--- config.mk ---
export PLATFORM = sky130hd
export DESIGN_NAME = kse_keypad_editor
export DESIGN_NICKNAME = d
export VERILOG_FILES = /design/src/verilog/kse_pkg.sv /design/src/verilog/kse_keypad_editor.sv
export SDC_FILE = /design/constraint.sdc
export NUM_CORES = 2
export LEC_CHECK = 0
export BUFFER_PORTS_ARGS = -buffer_cell sky130_fd_sc_hd__buf_2
export CORE_UTILIZATION = 58
export DETAILED_ROUTE_END_ITERATION = 12
export PLACE_DENSITY = 0.78
export SLEW_MARGIN = 20
export SYNTH_ARGS = -nofsm -noshare
export SYNTH_HDL_FRONTEND = slang
export SYNTH_SLANG_ARGS = --single-unit
--- constraint.sdc ---
create_clock -name clk_sys -period 17.55 [get_ports clk_sys]
set_input_delay 2.6325 -clock clk_sys [delete_from_list [all_inputs] [get_ports clk_sys]]
set_output_delay 2.6325 -clock clk_sys [all_outputs]
set_load 0.02 [all_outputs]
--- src/verilog/kse_pkg.sv ---
// Constants, codes and carrier types of the keypad setting editor.
// Shared by the editor core and by whoever binds to its ports.
package kse_pkg;
   localparam int CLK_HZ = 100_000_000;
   localparam int DEBOUNCE_MS = 10;
   localparam int DEBOUNCE_CYC = DEBOUNCE_MS * (CLK_HZ / 1000);
   localparam int PULSE_S = 2;
   localparam int PULSE_CYC = PULSE_S * CLK_HZ;
   localparam int DEB_W = 20;
   localparam int PULSE_W = 28;
   localparam int NUM_KEYS = 11;
   localparam int K_SEC = 0;
   localparam int K_PRI = 1;
   localparam int K_DEV = 2;
   localparam int K_COMP = 3;
   localparam int K_NOM = 4;
   localparam int K_SCALE = 5;
   localparam int K_DIGIT = 6;
   localparam int K_INC = 7;
   localparam int K_SAVE = 8;
   localparam int K_SIGN = 9;
   localparam int K_MODE = 10;
   localparam logic [2:0] VW_SEC = 3'h0;
   localparam logic [2:0] VW_PRI = 3'h1;
   localparam logic [2:0] VW_DEV = 3'h2;
   localparam logic [2:0] VW_COMP = 3'h3;
   localparam logic [2:0] VW_NOM = 3'h4;
   localparam logic [2:0] VW_SCALE = 3'h5;
   localparam logic [1:0] GL_NONE = 2'h0;
   localparam logic [1:0] GL_POS = 2'h1;
   localparam logic [1:0] GL_NEG = 2'h2;
   localparam logic [1:0] GL_ABSENT = 2'h3;
   localparam logic [1:0] SEL_NOM = 2'h0;
   localparam logic [1:0] SEL_SCALE = 2'h1;
   localparam logic [1:0] SEL_COMP = 2'h2;
   localparam logic [3:0] REG_STATUS = 4'h0;
   localparam logic [3:0] REG_MASK = 4'h4;
   localparam logic [3:0] REG_STATE = 4'h8;
   localparam int NUM_EVT = 3;
   localparam int EV_SAVED = 0;
   localparam int EV_REJECT = 1;
   localparam int EV_MODE = 2;
   localparam logic [15:0] NOM_RST = 16'h1100;
   localparam logic [15:0] SCALE_RST = 16'h0220;
   localparam logic [15:0] COMP_RST = 16'h0000;
   localparam logic [15:0] COMP_MAX = 16'h00C8;
   localparam logic [15:0] NOM_MIN = 16'h0352;
   localparam logic [15:0] NOM_MAX = 16'h0578;
   localparam logic [15:0] SCALE_MAX = 16'h270F;
   localparam logic [31:0] DEV_SCALE = 32'h0000_03E8;
   localparam logic [5:0] DIV_STEPS = 6'h20;
   localparam logic [1:0] CUR_MSD = 2'h3;

   typedef enum logic [1:0] {
      ED_VIEW = 2'b01,
      ED_EDIT = 2'b10
   } kse_ed_t;

   typedef struct packed {
      logic [3:0] addr;
      logic [31:0] wdata;
      logic we;
      logic re;
   } kse_bus_t;

   typedef struct packed {
      logic [15:0] value;
      logic bcd;
      logic [3:0] blink;
      logic [1:0] glyph;
      logic indVolt;
      logic indKv;
      logic indPct;
      logic indMode;
   } kse_disp_t;

   typedef struct packed {
      logic raise;
      logic lower;
      logic underVolt;
      logic highVolt;
      logic ctrlFail;
   } kse_relay_t;

   typedef struct packed {
      logic write;
      logic [1:0] sel;
      logic [15:0] data;
      logic sign;
   } kse_nv_t;
endpackage

--- src/verilog/kse_keypad_editor.sv ---
// Front-panel keypad editor: views, digit editing, save, auto/manual relays.
// Keys and the option pin are asynchronous; measurement, regulation
// requests and alarms arrive on clk_sys. Store writes are fire-and-forget.
//
// Contract
// - Compensation accepted only 0 to 20 percent; percent lamp while shown.
// - Compensation shows plus or minus glyph, or absent glyph without option.
// - Mode key toggles mode; in auto, raise/lower requests drive relays.
// - Manual mode holds raise and lower relays off.
// - Alarm relays work in both modes; voltage viewable in both.
// - Mode lamp on in manual, off in auto.
// - Digit key ignored unless a setting shown; first press blinks MSD.
// - Further digit presses move cursor one digit toward LSD.
// - After the LSD the cursor wraps back to the MSD.
// - Increment raises blinking digit, 0 to 9; no effect on glyphs.
// - Leaving an edit without save keeps the stored value.
// - Save out of limits stores nothing, stays editing, MSD blinking.
// - Save of an edited value within limits writes the store, then shows secondary voltage.
// - Primary view shows secondary times scale over nominal; kV lamp.
// - Secondary view shows measured voltage; volts lamp.
// - Deviation view shows percent from nominal with sign glyph; percent lamp.
// - Raise/lower relays pulse 2 s; alarm relays follow their condition.
// - Sign key toggles compensation sign only while shown; saved on save.
`timescale 1ns/100ps
`default_nettype none
module kse_keypad_editor #(
   parameter int DEB_CYC = kse_pkg::DEBOUNCE_CYC,
   parameter int PULSE_CYC_P = kse_pkg::PULSE_CYC
) (
   input wire logic clk_sys,
   input wire logic sys_rst,
   input wire logic [kse_pkg::NUM_KEYS-1:0] keyPin,
   input wire logic optionPin,
   input wire logic [15:0] secVolt,
   input wire logic raiseReq,
   input wire logic lowerReq,
   input wire logic underVoltIn,
   input wire logic highVoltIn,
   input wire logic ctrlFailIn,
   input wire kse_pkg::kse_bus_t bus,
   output logic [31:0] rdata,
   output logic irq,
   output kse_pkg::kse_disp_t disp,
   output kse_pkg::kse_relay_t relay,
   output kse_pkg::kse_nv_t nvStore
);
   import kse_pkg::*;

   typedef struct packed {
      logic [NUM_KEYS-1:0] keySync1;
      logic [NUM_KEYS-1:0] keySync2;
      logic [NUM_KEYS-1:0] keyDb;
      logic [NUM_KEYS-1:0] keyDbPrev;
      logic [NUM_KEYS-1:0][DEB_W-1:0] debCnt;
      logic [1:0] optSync;
      kse_ed_t edState;
      logic [2:0] view;
      logic [1:0] cursor;
      logic [15:0] editVal;
      logic editSign;
      logic edited;
      logic [15:0] nomSet;
      logic [15:0] scaleSet;
      logic [15:0] compSet;
      logic compSign;
      logic autoMode;
      logic [PULSE_W-1:0] raiseCnt;
      logic [PULSE_W-1:0] lowerCnt;
      logic [31:0] divNum;
      logic [15:0] divDen;
      logic [16:0] divRem;
      logic [31:0] divQuo;
      logic [5:0] divCnt;
      logic divPos;
      logic divNeg;
      logic [15:0] calcVal;
      logic devPos;
      logic devNeg;
      logic [NUM_EVT-1:0] status;
      logic [NUM_EVT-1:0] mask;
      logic [31:0] rdata;
      logic irq;
      kse_disp_t disp;
      kse_relay_t relay;
      kse_nv_t nv;
   } kse_core_t;

   kse_core_t s_r;
   kse_core_t s_nxt;
   logic [NUM_KEYS-1:0] press;

   function automatic logic [15:0] bcd2bin(input logic [15:0] v);
      bcd2bin = 16'(v[15:12]) * 16'h03E8 + 16'(v[11:8]) * 16'h0064
         + 16'(v[7:4]) * 16'h000A + 16'(v[3:0]);
   endfunction

   function automatic logic editable(input logic [2:0] vw,
      input logic opt);
      editable = (vw == VW_NOM) || (vw == VW_SCALE)
         || ((vw == VW_COMP) && opt);
   endfunction

   function automatic logic limitOk(input logic [2:0] vw,
      input logic [15:0] v);
      logic [15:0] b;
      b = bcd2bin(v);
      case (vw)
         VW_NOM: limitOk = (b >= NOM_MIN) && (b <= NOM_MAX);
         VW_COMP: limitOk = (b <= COMP_MAX);
         default: limitOk = (b <= SCALE_MAX);
      endcase
   endfunction

   assign press = s_r.keyDb & ~s_r.keyDbPrev;

   always_comb begin
      logic [15:0] nomBin;
      logic [15:0] diff;
      logic [16:0] trial;
      logic [3:0] dig;
      logic rdStatus;
      s_nxt = s_r;
      nomBin = bcd2bin(s_r.nomSet);
      diff = 16'h0000;
      trial = 17'h00000;
      dig = 4'h0;
      rdStatus = 1'b0;
      s_nxt.keySync1 = keyPin;
      s_nxt.keySync2 = s_r.keySync1;
      s_nxt.keyDbPrev = s_r.keyDb;
      s_nxt.optSync = {s_r.optSync[0], optionPin};
      s_nxt.nv.write = 1'b0;
      for (int k = 0; k < NUM_KEYS; k++) begin
         if (s_r.keySync2[k] == s_r.keyDb[k]) begin
            s_nxt.debCnt[k] = '0;
         end else if (s_r.debCnt[k] == DEB_W'(DEB_CYC - 1)) begin
            s_nxt.debCnt[k] = '0;
            s_nxt.keyDb[k] = s_r.keySync2[k];
         end else begin
            s_nxt.debCnt[k] = s_r.debCnt[k] + 1'b1;
         end
      end
      if (press[K_MODE]) begin
         s_nxt.autoMode = ~s_r.autoMode;
      end
      if (|press[K_SCALE:K_SEC]) begin
         s_nxt.edState = ED_VIEW;
         s_nxt.edited = 1'b0;
         for (int k = 0; k <= K_SCALE; k++) begin
            if (press[k]) begin
               s_nxt.view = 3'(k);
            end
         end
      end else begin
         case (s_r.edState)
            ED_VIEW: begin
               if (press[K_DIGIT] && editable(s_r.view, s_r.optSync[1])) begin
                  s_nxt.edState = ED_EDIT;
                  s_nxt.cursor = CUR_MSD;
                  s_nxt.edited = 1'b0;
                  s_nxt.editSign = s_r.compSign;
                  s_nxt.editVal = (s_r.view == VW_NOM) ? s_r.nomSet
                     : (s_r.view == VW_SCALE) ? s_r.scaleSet : s_r.compSet;
               end else if (press[K_SIGN] && (s_r.view == VW_COMP)
                  && s_r.optSync[1]) begin
                  // sign toggled into a pending edit
                  s_nxt.edState = ED_EDIT;
                  s_nxt.cursor = CUR_MSD;
                  s_nxt.edited = 1'b1;
                  s_nxt.editSign = ~s_r.compSign;
                  s_nxt.editVal = s_r.compSet;
               end
            end
            ED_EDIT: begin
               if (press[K_DIGIT]) begin
                  s_nxt.cursor = s_r.cursor - 2'h1;
               end else if (press[K_INC]) begin
                  dig = s_r.editVal[s_r.cursor*4 +: 4];
                  s_nxt.editVal[s_r.cursor*4 +: 4] =
                     (dig >= 4'h9) ? 4'h0 : dig + 4'h1;
                  s_nxt.edited = 1'b1;
               end else if (press[K_SIGN] && (s_r.view == VW_COMP)) begin
                  s_nxt.editSign = ~s_r.editSign;
                  s_nxt.edited = 1'b1;
               end else if (press[K_SAVE]) begin
                  if (!s_r.edited) begin
                     s_nxt.edState = ED_VIEW;
                  end else if (limitOk(s_r.view, s_r.editVal)) begin
                     s_nxt.nv.write = 1'b1;
                     s_nxt.nv.data = s_r.editVal;
                     s_nxt.nv.sign = s_r.editSign;
                     s_nxt.edState = ED_VIEW;
                     s_nxt.edited = 1'b0;
                     s_nxt.view = VW_SEC;
                     case (s_r.view)
                        VW_NOM: begin
                           s_nxt.nomSet = s_r.editVal;
                           s_nxt.nv.sel = SEL_NOM;
                        end
                        VW_SCALE: begin
                           s_nxt.scaleSet = s_r.editVal;
                           s_nxt.nv.sel = SEL_SCALE;
                        end
                        default: begin
                           s_nxt.compSet = s_r.editVal;
                           s_nxt.compSign = s_r.editSign;
                           s_nxt.nv.sel = SEL_COMP;
                        end
                     endcase
                  end else begin
                     s_nxt.cursor = CUR_MSD;
                  end
               end
            end
            default: s_nxt.edState = ED_VIEW;
         endcase
      end
      // next mode, so manual drops a pulse at once
      if (!s_nxt.autoMode) begin
         s_nxt.raiseCnt = '0;
         s_nxt.lowerCnt = '0;
      end else begin
         if (s_r.raiseCnt != '0) begin
            s_nxt.raiseCnt = s_r.raiseCnt - 1'b1;
         end else if (raiseReq) begin
            s_nxt.raiseCnt = PULSE_W'(PULSE_CYC_P);
         end
         if (s_r.lowerCnt != '0) begin
            s_nxt.lowerCnt = s_r.lowerCnt - 1'b1;
         end else if (lowerReq) begin
            s_nxt.lowerCnt = PULSE_W'(PULSE_CYC_P);
         end
      end
      s_nxt.relay.raise = (s_nxt.raiseCnt != '0);
      s_nxt.relay.lower = (s_nxt.lowerCnt != '0);
      // alarms follow their condition in any mode
      s_nxt.relay.underVolt = underVoltIn;
      s_nxt.relay.highVolt = highVoltIn;
      s_nxt.relay.ctrlFail = ctrlFailIn;
      // Shared serial divider; a view switch shows a stale figure briefly
      if (s_r.divCnt == '0) begin
         if (secVolt >= nomBin) begin
            diff = secVolt - nomBin;
         end else begin
            diff = nomBin - secVolt;
         end
         s_nxt.divNum = (s_r.view == VW_DEV) ? 32'(diff) * DEV_SCALE
            : 32'(secVolt) * 32'(bcd2bin(s_r.scaleSet));
         s_nxt.divDen = nomBin;
         s_nxt.divRem = '0;
         s_nxt.divQuo = '0;
         s_nxt.divPos = secVolt > nomBin;
         s_nxt.divNeg = secVolt < nomBin;
         s_nxt.divCnt = DIV_STEPS;
      end else begin
         trial = {s_r.divRem[15:0], s_r.divNum[31]};
         s_nxt.divNum = {s_r.divNum[30:0], 1'b0};
         if (trial >= {1'b0, s_r.divDen}) begin
            s_nxt.divRem = trial - {1'b0, s_r.divDen};
            s_nxt.divQuo = {s_r.divQuo[30:0], 1'b1};
         end else begin
            s_nxt.divRem = trial;
            s_nxt.divQuo = {s_r.divQuo[30:0], 1'b0};
         end
         s_nxt.divCnt = s_r.divCnt - 6'h01;
         if (s_r.divCnt == 6'h01) begin
            s_nxt.calcVal = (s_nxt.divQuo[31:16] != '0) ? 16'hFFFF
               : s_nxt.divQuo[15:0];
            s_nxt.devPos = s_r.divPos;
            s_nxt.devNeg = s_r.divNeg;
         end
      end
      // Display image from the next state
      s_nxt.disp = '0;
      s_nxt.disp.indMode = ~s_nxt.autoMode;
      case (s_nxt.view)
         VW_PRI: begin
            s_nxt.disp.value = s_nxt.calcVal;
            s_nxt.disp.indKv = 1'b1;
         end
         VW_DEV: begin
            s_nxt.disp.value = s_nxt.calcVal;
            s_nxt.disp.indPct = 1'b1;
            s_nxt.disp.glyph = s_nxt.devPos ? GL_POS
               : s_nxt.devNeg ? GL_NEG : GL_NONE;
         end
         VW_COMP: begin
            // percent lamp, sign or absent glyph
            s_nxt.disp.indPct = 1'b1;
            s_nxt.disp.bcd = 1'b1;
            s_nxt.disp.value = s_nxt.compSet;
            s_nxt.disp.glyph = !s_r.optSync[1] ? GL_ABSENT
               : (s_nxt.edState == ED_EDIT ? s_nxt.editSign
               : s_nxt.compSign) ? GL_NEG : GL_POS;
         end
         VW_NOM: begin
            s_nxt.disp.indVolt = 1'b1;
            s_nxt.disp.bcd = 1'b1;
            s_nxt.disp.value = s_nxt.nomSet;
         end
         VW_SCALE: begin
            s_nxt.disp.indKv = 1'b1;
            s_nxt.disp.bcd = 1'b1;
            s_nxt.disp.value = s_nxt.scaleSet;
         end
         default: begin
            s_nxt.disp.value = secVolt;
            s_nxt.disp.indVolt = 1'b1;
         end
      endcase
      if (s_nxt.edState == ED_EDIT) begin
         s_nxt.disp.value = s_nxt.editVal;
         s_nxt.disp.blink = 4'h1 << s_nxt.cursor;
      end
      // Register port; set beats the read-clear
      rdStatus = bus.re && (bus.addr == REG_STATUS);
      s_nxt.rdata = '0;
      if (bus.re) begin
         case (bus.addr)
            REG_STATUS: s_nxt.rdata = 32'(s_r.status);
            REG_MASK: s_nxt.rdata = 32'(s_r.mask);
            REG_STATE: s_nxt.rdata = {24'h000000, s_r.autoMode,
               s_r.view, s_r.cursor, s_r.edState};
            default: s_nxt.rdata = '0;
         endcase
      end
      if (bus.we && (bus.addr == REG_MASK)) begin
         s_nxt.mask = bus.wdata[NUM_EVT-1:0];
      end
      s_nxt.status = rdStatus ? '0 : s_r.status;
      s_nxt.status[EV_SAVED] = s_nxt.status[EV_SAVED] | s_nxt.nv.write;
      s_nxt.status[EV_REJECT] = s_nxt.status[EV_REJECT]
         | (s_r.edState == ED_EDIT && press[K_SAVE] && s_r.edited
         && !s_nxt.nv.write && !(|press[K_SCALE:K_SEC]));
      s_nxt.status[EV_MODE] = s_nxt.status[EV_MODE] | press[K_MODE];
      s_nxt.irq = |(s_nxt.status & s_nxt.mask);
   end

   always_ff @(posedge clk_sys or posedge sys_rst) begin
      if (sys_rst) begin
         s_r <= '0;
         s_r.edState <= ED_VIEW;
         s_r.view <= VW_SEC;
         s_r.nomSet <= NOM_RST;
         s_r.scaleSet <= SCALE_RST;
         s_r.compSet <= COMP_RST;
         s_r.autoMode <= 1'b1;
         s_r.disp.indVolt <= 1'b1;
      end else begin
         s_r <= s_nxt;
      end
   end

   assign rdata = s_r.rdata;
   assign irq = s_r.irq;
   assign disp = s_r.disp;
   assign relay = s_r.relay;
   assign nvStore = s_r.nv;
endmodule
`default_nettype wire

==> reports/results.ini <==
[drt]
drt_first_pass_iters=6
routedWlPerCell_um=17.6
vias=33200
drc=0
met3_length_um=6820
routed_via_density=5.74
wl_met1_um=43000
route.met2.wl_um=47900
drtIter0Drc=2522
totalWireLength_um=102000
top_layer=met5
final_antenna_net_count=0

[cells_and_area]
final_util_pct=63.0
drive_above_1_share_pct=8.49
finalNetCount=5432
fill_cells=6234
layout-area-overhead-vs-synth_pct=7.39
fin_area_um2=47900
stdcell_count=5777

[synthesis]
ys_warn_count=0
synth_edf_count=0
synth_cell_types=94
ys_seq_area_share_pct=32.8
dominantRegCellSynth=dfrtp_1
synth_area_um2=44600
synth_cells=4689
ys_seq_elements=584
syn_area_per_cell_um2=9.52
async_flop_share_pct=100

[sta]
tns_ns=0
fin_skew_ns=0.0585
setup_viol=0
fmax_mhz=81.5
slew_headroom_pct=31.9
setup_slack_ns=5.28
timing.final.crit_share_pct=69.9
layout_min_cycle_time_ns=12.27
tightest_slew_ns=1.02
rsz0062_at_grt=false
drv_slew=0
hold_violations=0

[run]
maxCapViolCount=0

[floorplan]
die_y_um=279
dieArea_um2=78100
coreArea_um2=76100
rows=101
num_io_pins=158
initial_utilization_pct=58.7
die_w_um=279

[worst_setup_path]
startpoint_type=flop
reg2reg_setup_slack_ns=5.28
cpPeakStageDelay_ns=0.68
slowest_stage=xor2_1
worstPathArrival_ns=12.78
reg2reg_depth=44
cp-end-kind=flop
worstSetupPathType=reg -> reg
cp.required_ns=18.06
worst-path-max-fanout=23
path_common_cell=ha_1

[clocking]
cts_tree=built
cts-root-buf=clkbuf_16
cts_setup_buffers=0
cts_hold_buf=0
clkTransAtPathRegs_ns=0.07
cts_buffers=61
cts_sinks=584
cts.path.max_buffers=3
cts_resized=0
clock_latency_ns=0.66
cts-htree-levels=2

[power_and_ir_drop]
p_leak_nw=24.0
power_density_nw_per_um2=82.4
peakVddDrop_mv=0.188

[status]
outcome=complete, no violations

[place]
gp_congestion=0.914
place_ws_ns=5.48
dp_cells=5659
port_buffers=104
post_dp_cell_area_um2=45700
hpwl_um=73700

[global_route]
overflow=0
antenna_found_initial=8
grt_usage_pct=26.8
grt_pass1_wl_um=170000
grt_max_degree=181
grt_pass1_vias=33800

[worst_hold_path]
holdPathStages=0
hold_class=reg -> reg

==> path summary, 6_finish.rpt <==
| check | endpoint | start |
|---|---|---|
| worst max-delay path | s_r[204] | s_r[319] |
| worst min-delay path | s_r[590] | s_nxt[590] |
| worst max register to register | s_r[204] | s_r[319] |
| worst min register to register | s_r[590] | s_nxt[590] |
| max in group asynchronous | s_r[444] | sys_rst |
| min in group asynchronous | s_r[546] | sys_rst |
==> cell usage after synthesis (all sizes together), types with 15 or more instances <==
master / n / share of area [%]
a211oi: 41 / 0.70
a21o: 60 / 1.0
a21oi: 203 / 2.3
a31oi: 15 / 0.21
and2: 170 / 2.4
and3: 81 / 1.1
buf: 106 / 1.6
clkbuf: 114 / 0.96
dfrtp: 577 / 32
fa: 283 / 13
ha: 384 / 11
inv: 513 / 4.3
mux2: 92 / 2.3
mux2i: 29 / 0.66
nand2: 425 / 3.6
nand2b: 34 / 0.48
nand3: 98 / 1.1
nand4: 45 / 0.63
nor2: 403 / 3.4
nor2b: 44 / 0.62
nor3: 62 / 0.72
nor4: 46 / 0.69
nor4b: 18 / 0.44
o21a: 18 / 0.30
o21ai: 181 / 2.0
o21bai: 16 / 0.27
o221ai: 28 / 0.55
o22a: 17 / 0.33
o22ai: 19 / 0.27
or2: 16 / 0.22
or3: 60 / 0.84
xnor2: 169 / 3.3
xor2: 157 / 3.1
==> report_power, final <==
part,internal (mW),switching [mW],total [mW],leakage [nW]
combinational,0.490,0.665,1.16,15.1
clock,0.847,0.579,1.43,1.08
sequential,1.36,0.0102,1.37,7.82
==> registers in the layout, summed over array words and instances (netlist names) <==
name	count
s_r	500
disp	27
s_nxt	23
nvStore	20
rdata	8
relay	5
irq	1
==> per-layer routing <==
metal / up-vias / GRT usage [%]
li1: 15600 / -
met4: 8 / 10.5
met5: - / 0
met1: 16300 / 35.3
met3: 256 / 4.42
met2: 1045 / 44.2
==> cell families after synthesis <==
group                      count (synthesis)  synth area share, %
and+or+nand+nor                         1558                 17.3
adders and majority gates                667                 23.5
AOI/OAI and AO/OA                        694                 9.91
xor gates and xnor gates                 327                 6.46
DFF                                      584                 32.8
muxes                                    125                 3.19
buffers and inverters                    733                 6.92
other                                      1              0.00840
==> per-stage QoR <==
| step | power, mW | hold slack (ns) |
|---|---|---|
| finish | 3.95 | 0.347 |
| global route | 4.18 | 0.354 |
| CTS | 3.98 | 0.349 |
| detailed placement | 2.54 | 0.335 |
| global placement | 2.50 | 0.333 |
| floorplan | 2.32 | 0.331 |
==> critical path: cells and delay by family, from the launching register on <==
family / cells / cell delay, ns
buffers and inverters: 6 / 0.67
adder cells (fa/ha/maj): 11 / 4.52
XOR/XNOR: 5 / 1.61
flip-flops: 1 / 0.55
multiplexers: 1 / 0.25
AND/OR/NAND/NOR: 7 / 1.10
AO/OA/AOI/OAI: 14 / 3.39
==> layout make-up <==
cell class	instances	area, µm²	area share, %
multi-input cells	3395	27000	56.4
flip-flops and latches	584	14600	30.5
diodes	3	7.51	0.0157
well taps	1030	1290	2.69
inverters	513	1930	4.03
clock buffers	73	1660	3.47
repair buffers	137	797	1.66
clock inverters	42	591	1.23
==> cells in the final DEF (no fill, tap or decap), drive strengths merged, types with 60 or more instances in the layout <==
cell type,n
inv,519
or3,60
xnor2,169
dfrtp,577
clkbuf,73
a21oi,203
nor2,403
and2,170
buf,137
a21o,60
mux2,92
ha,384
fa,283
and3,81
o21ai,181
nand2,425
nand3,98
xor2,157
nor3,62
Power figures use the tool's default switching activity.
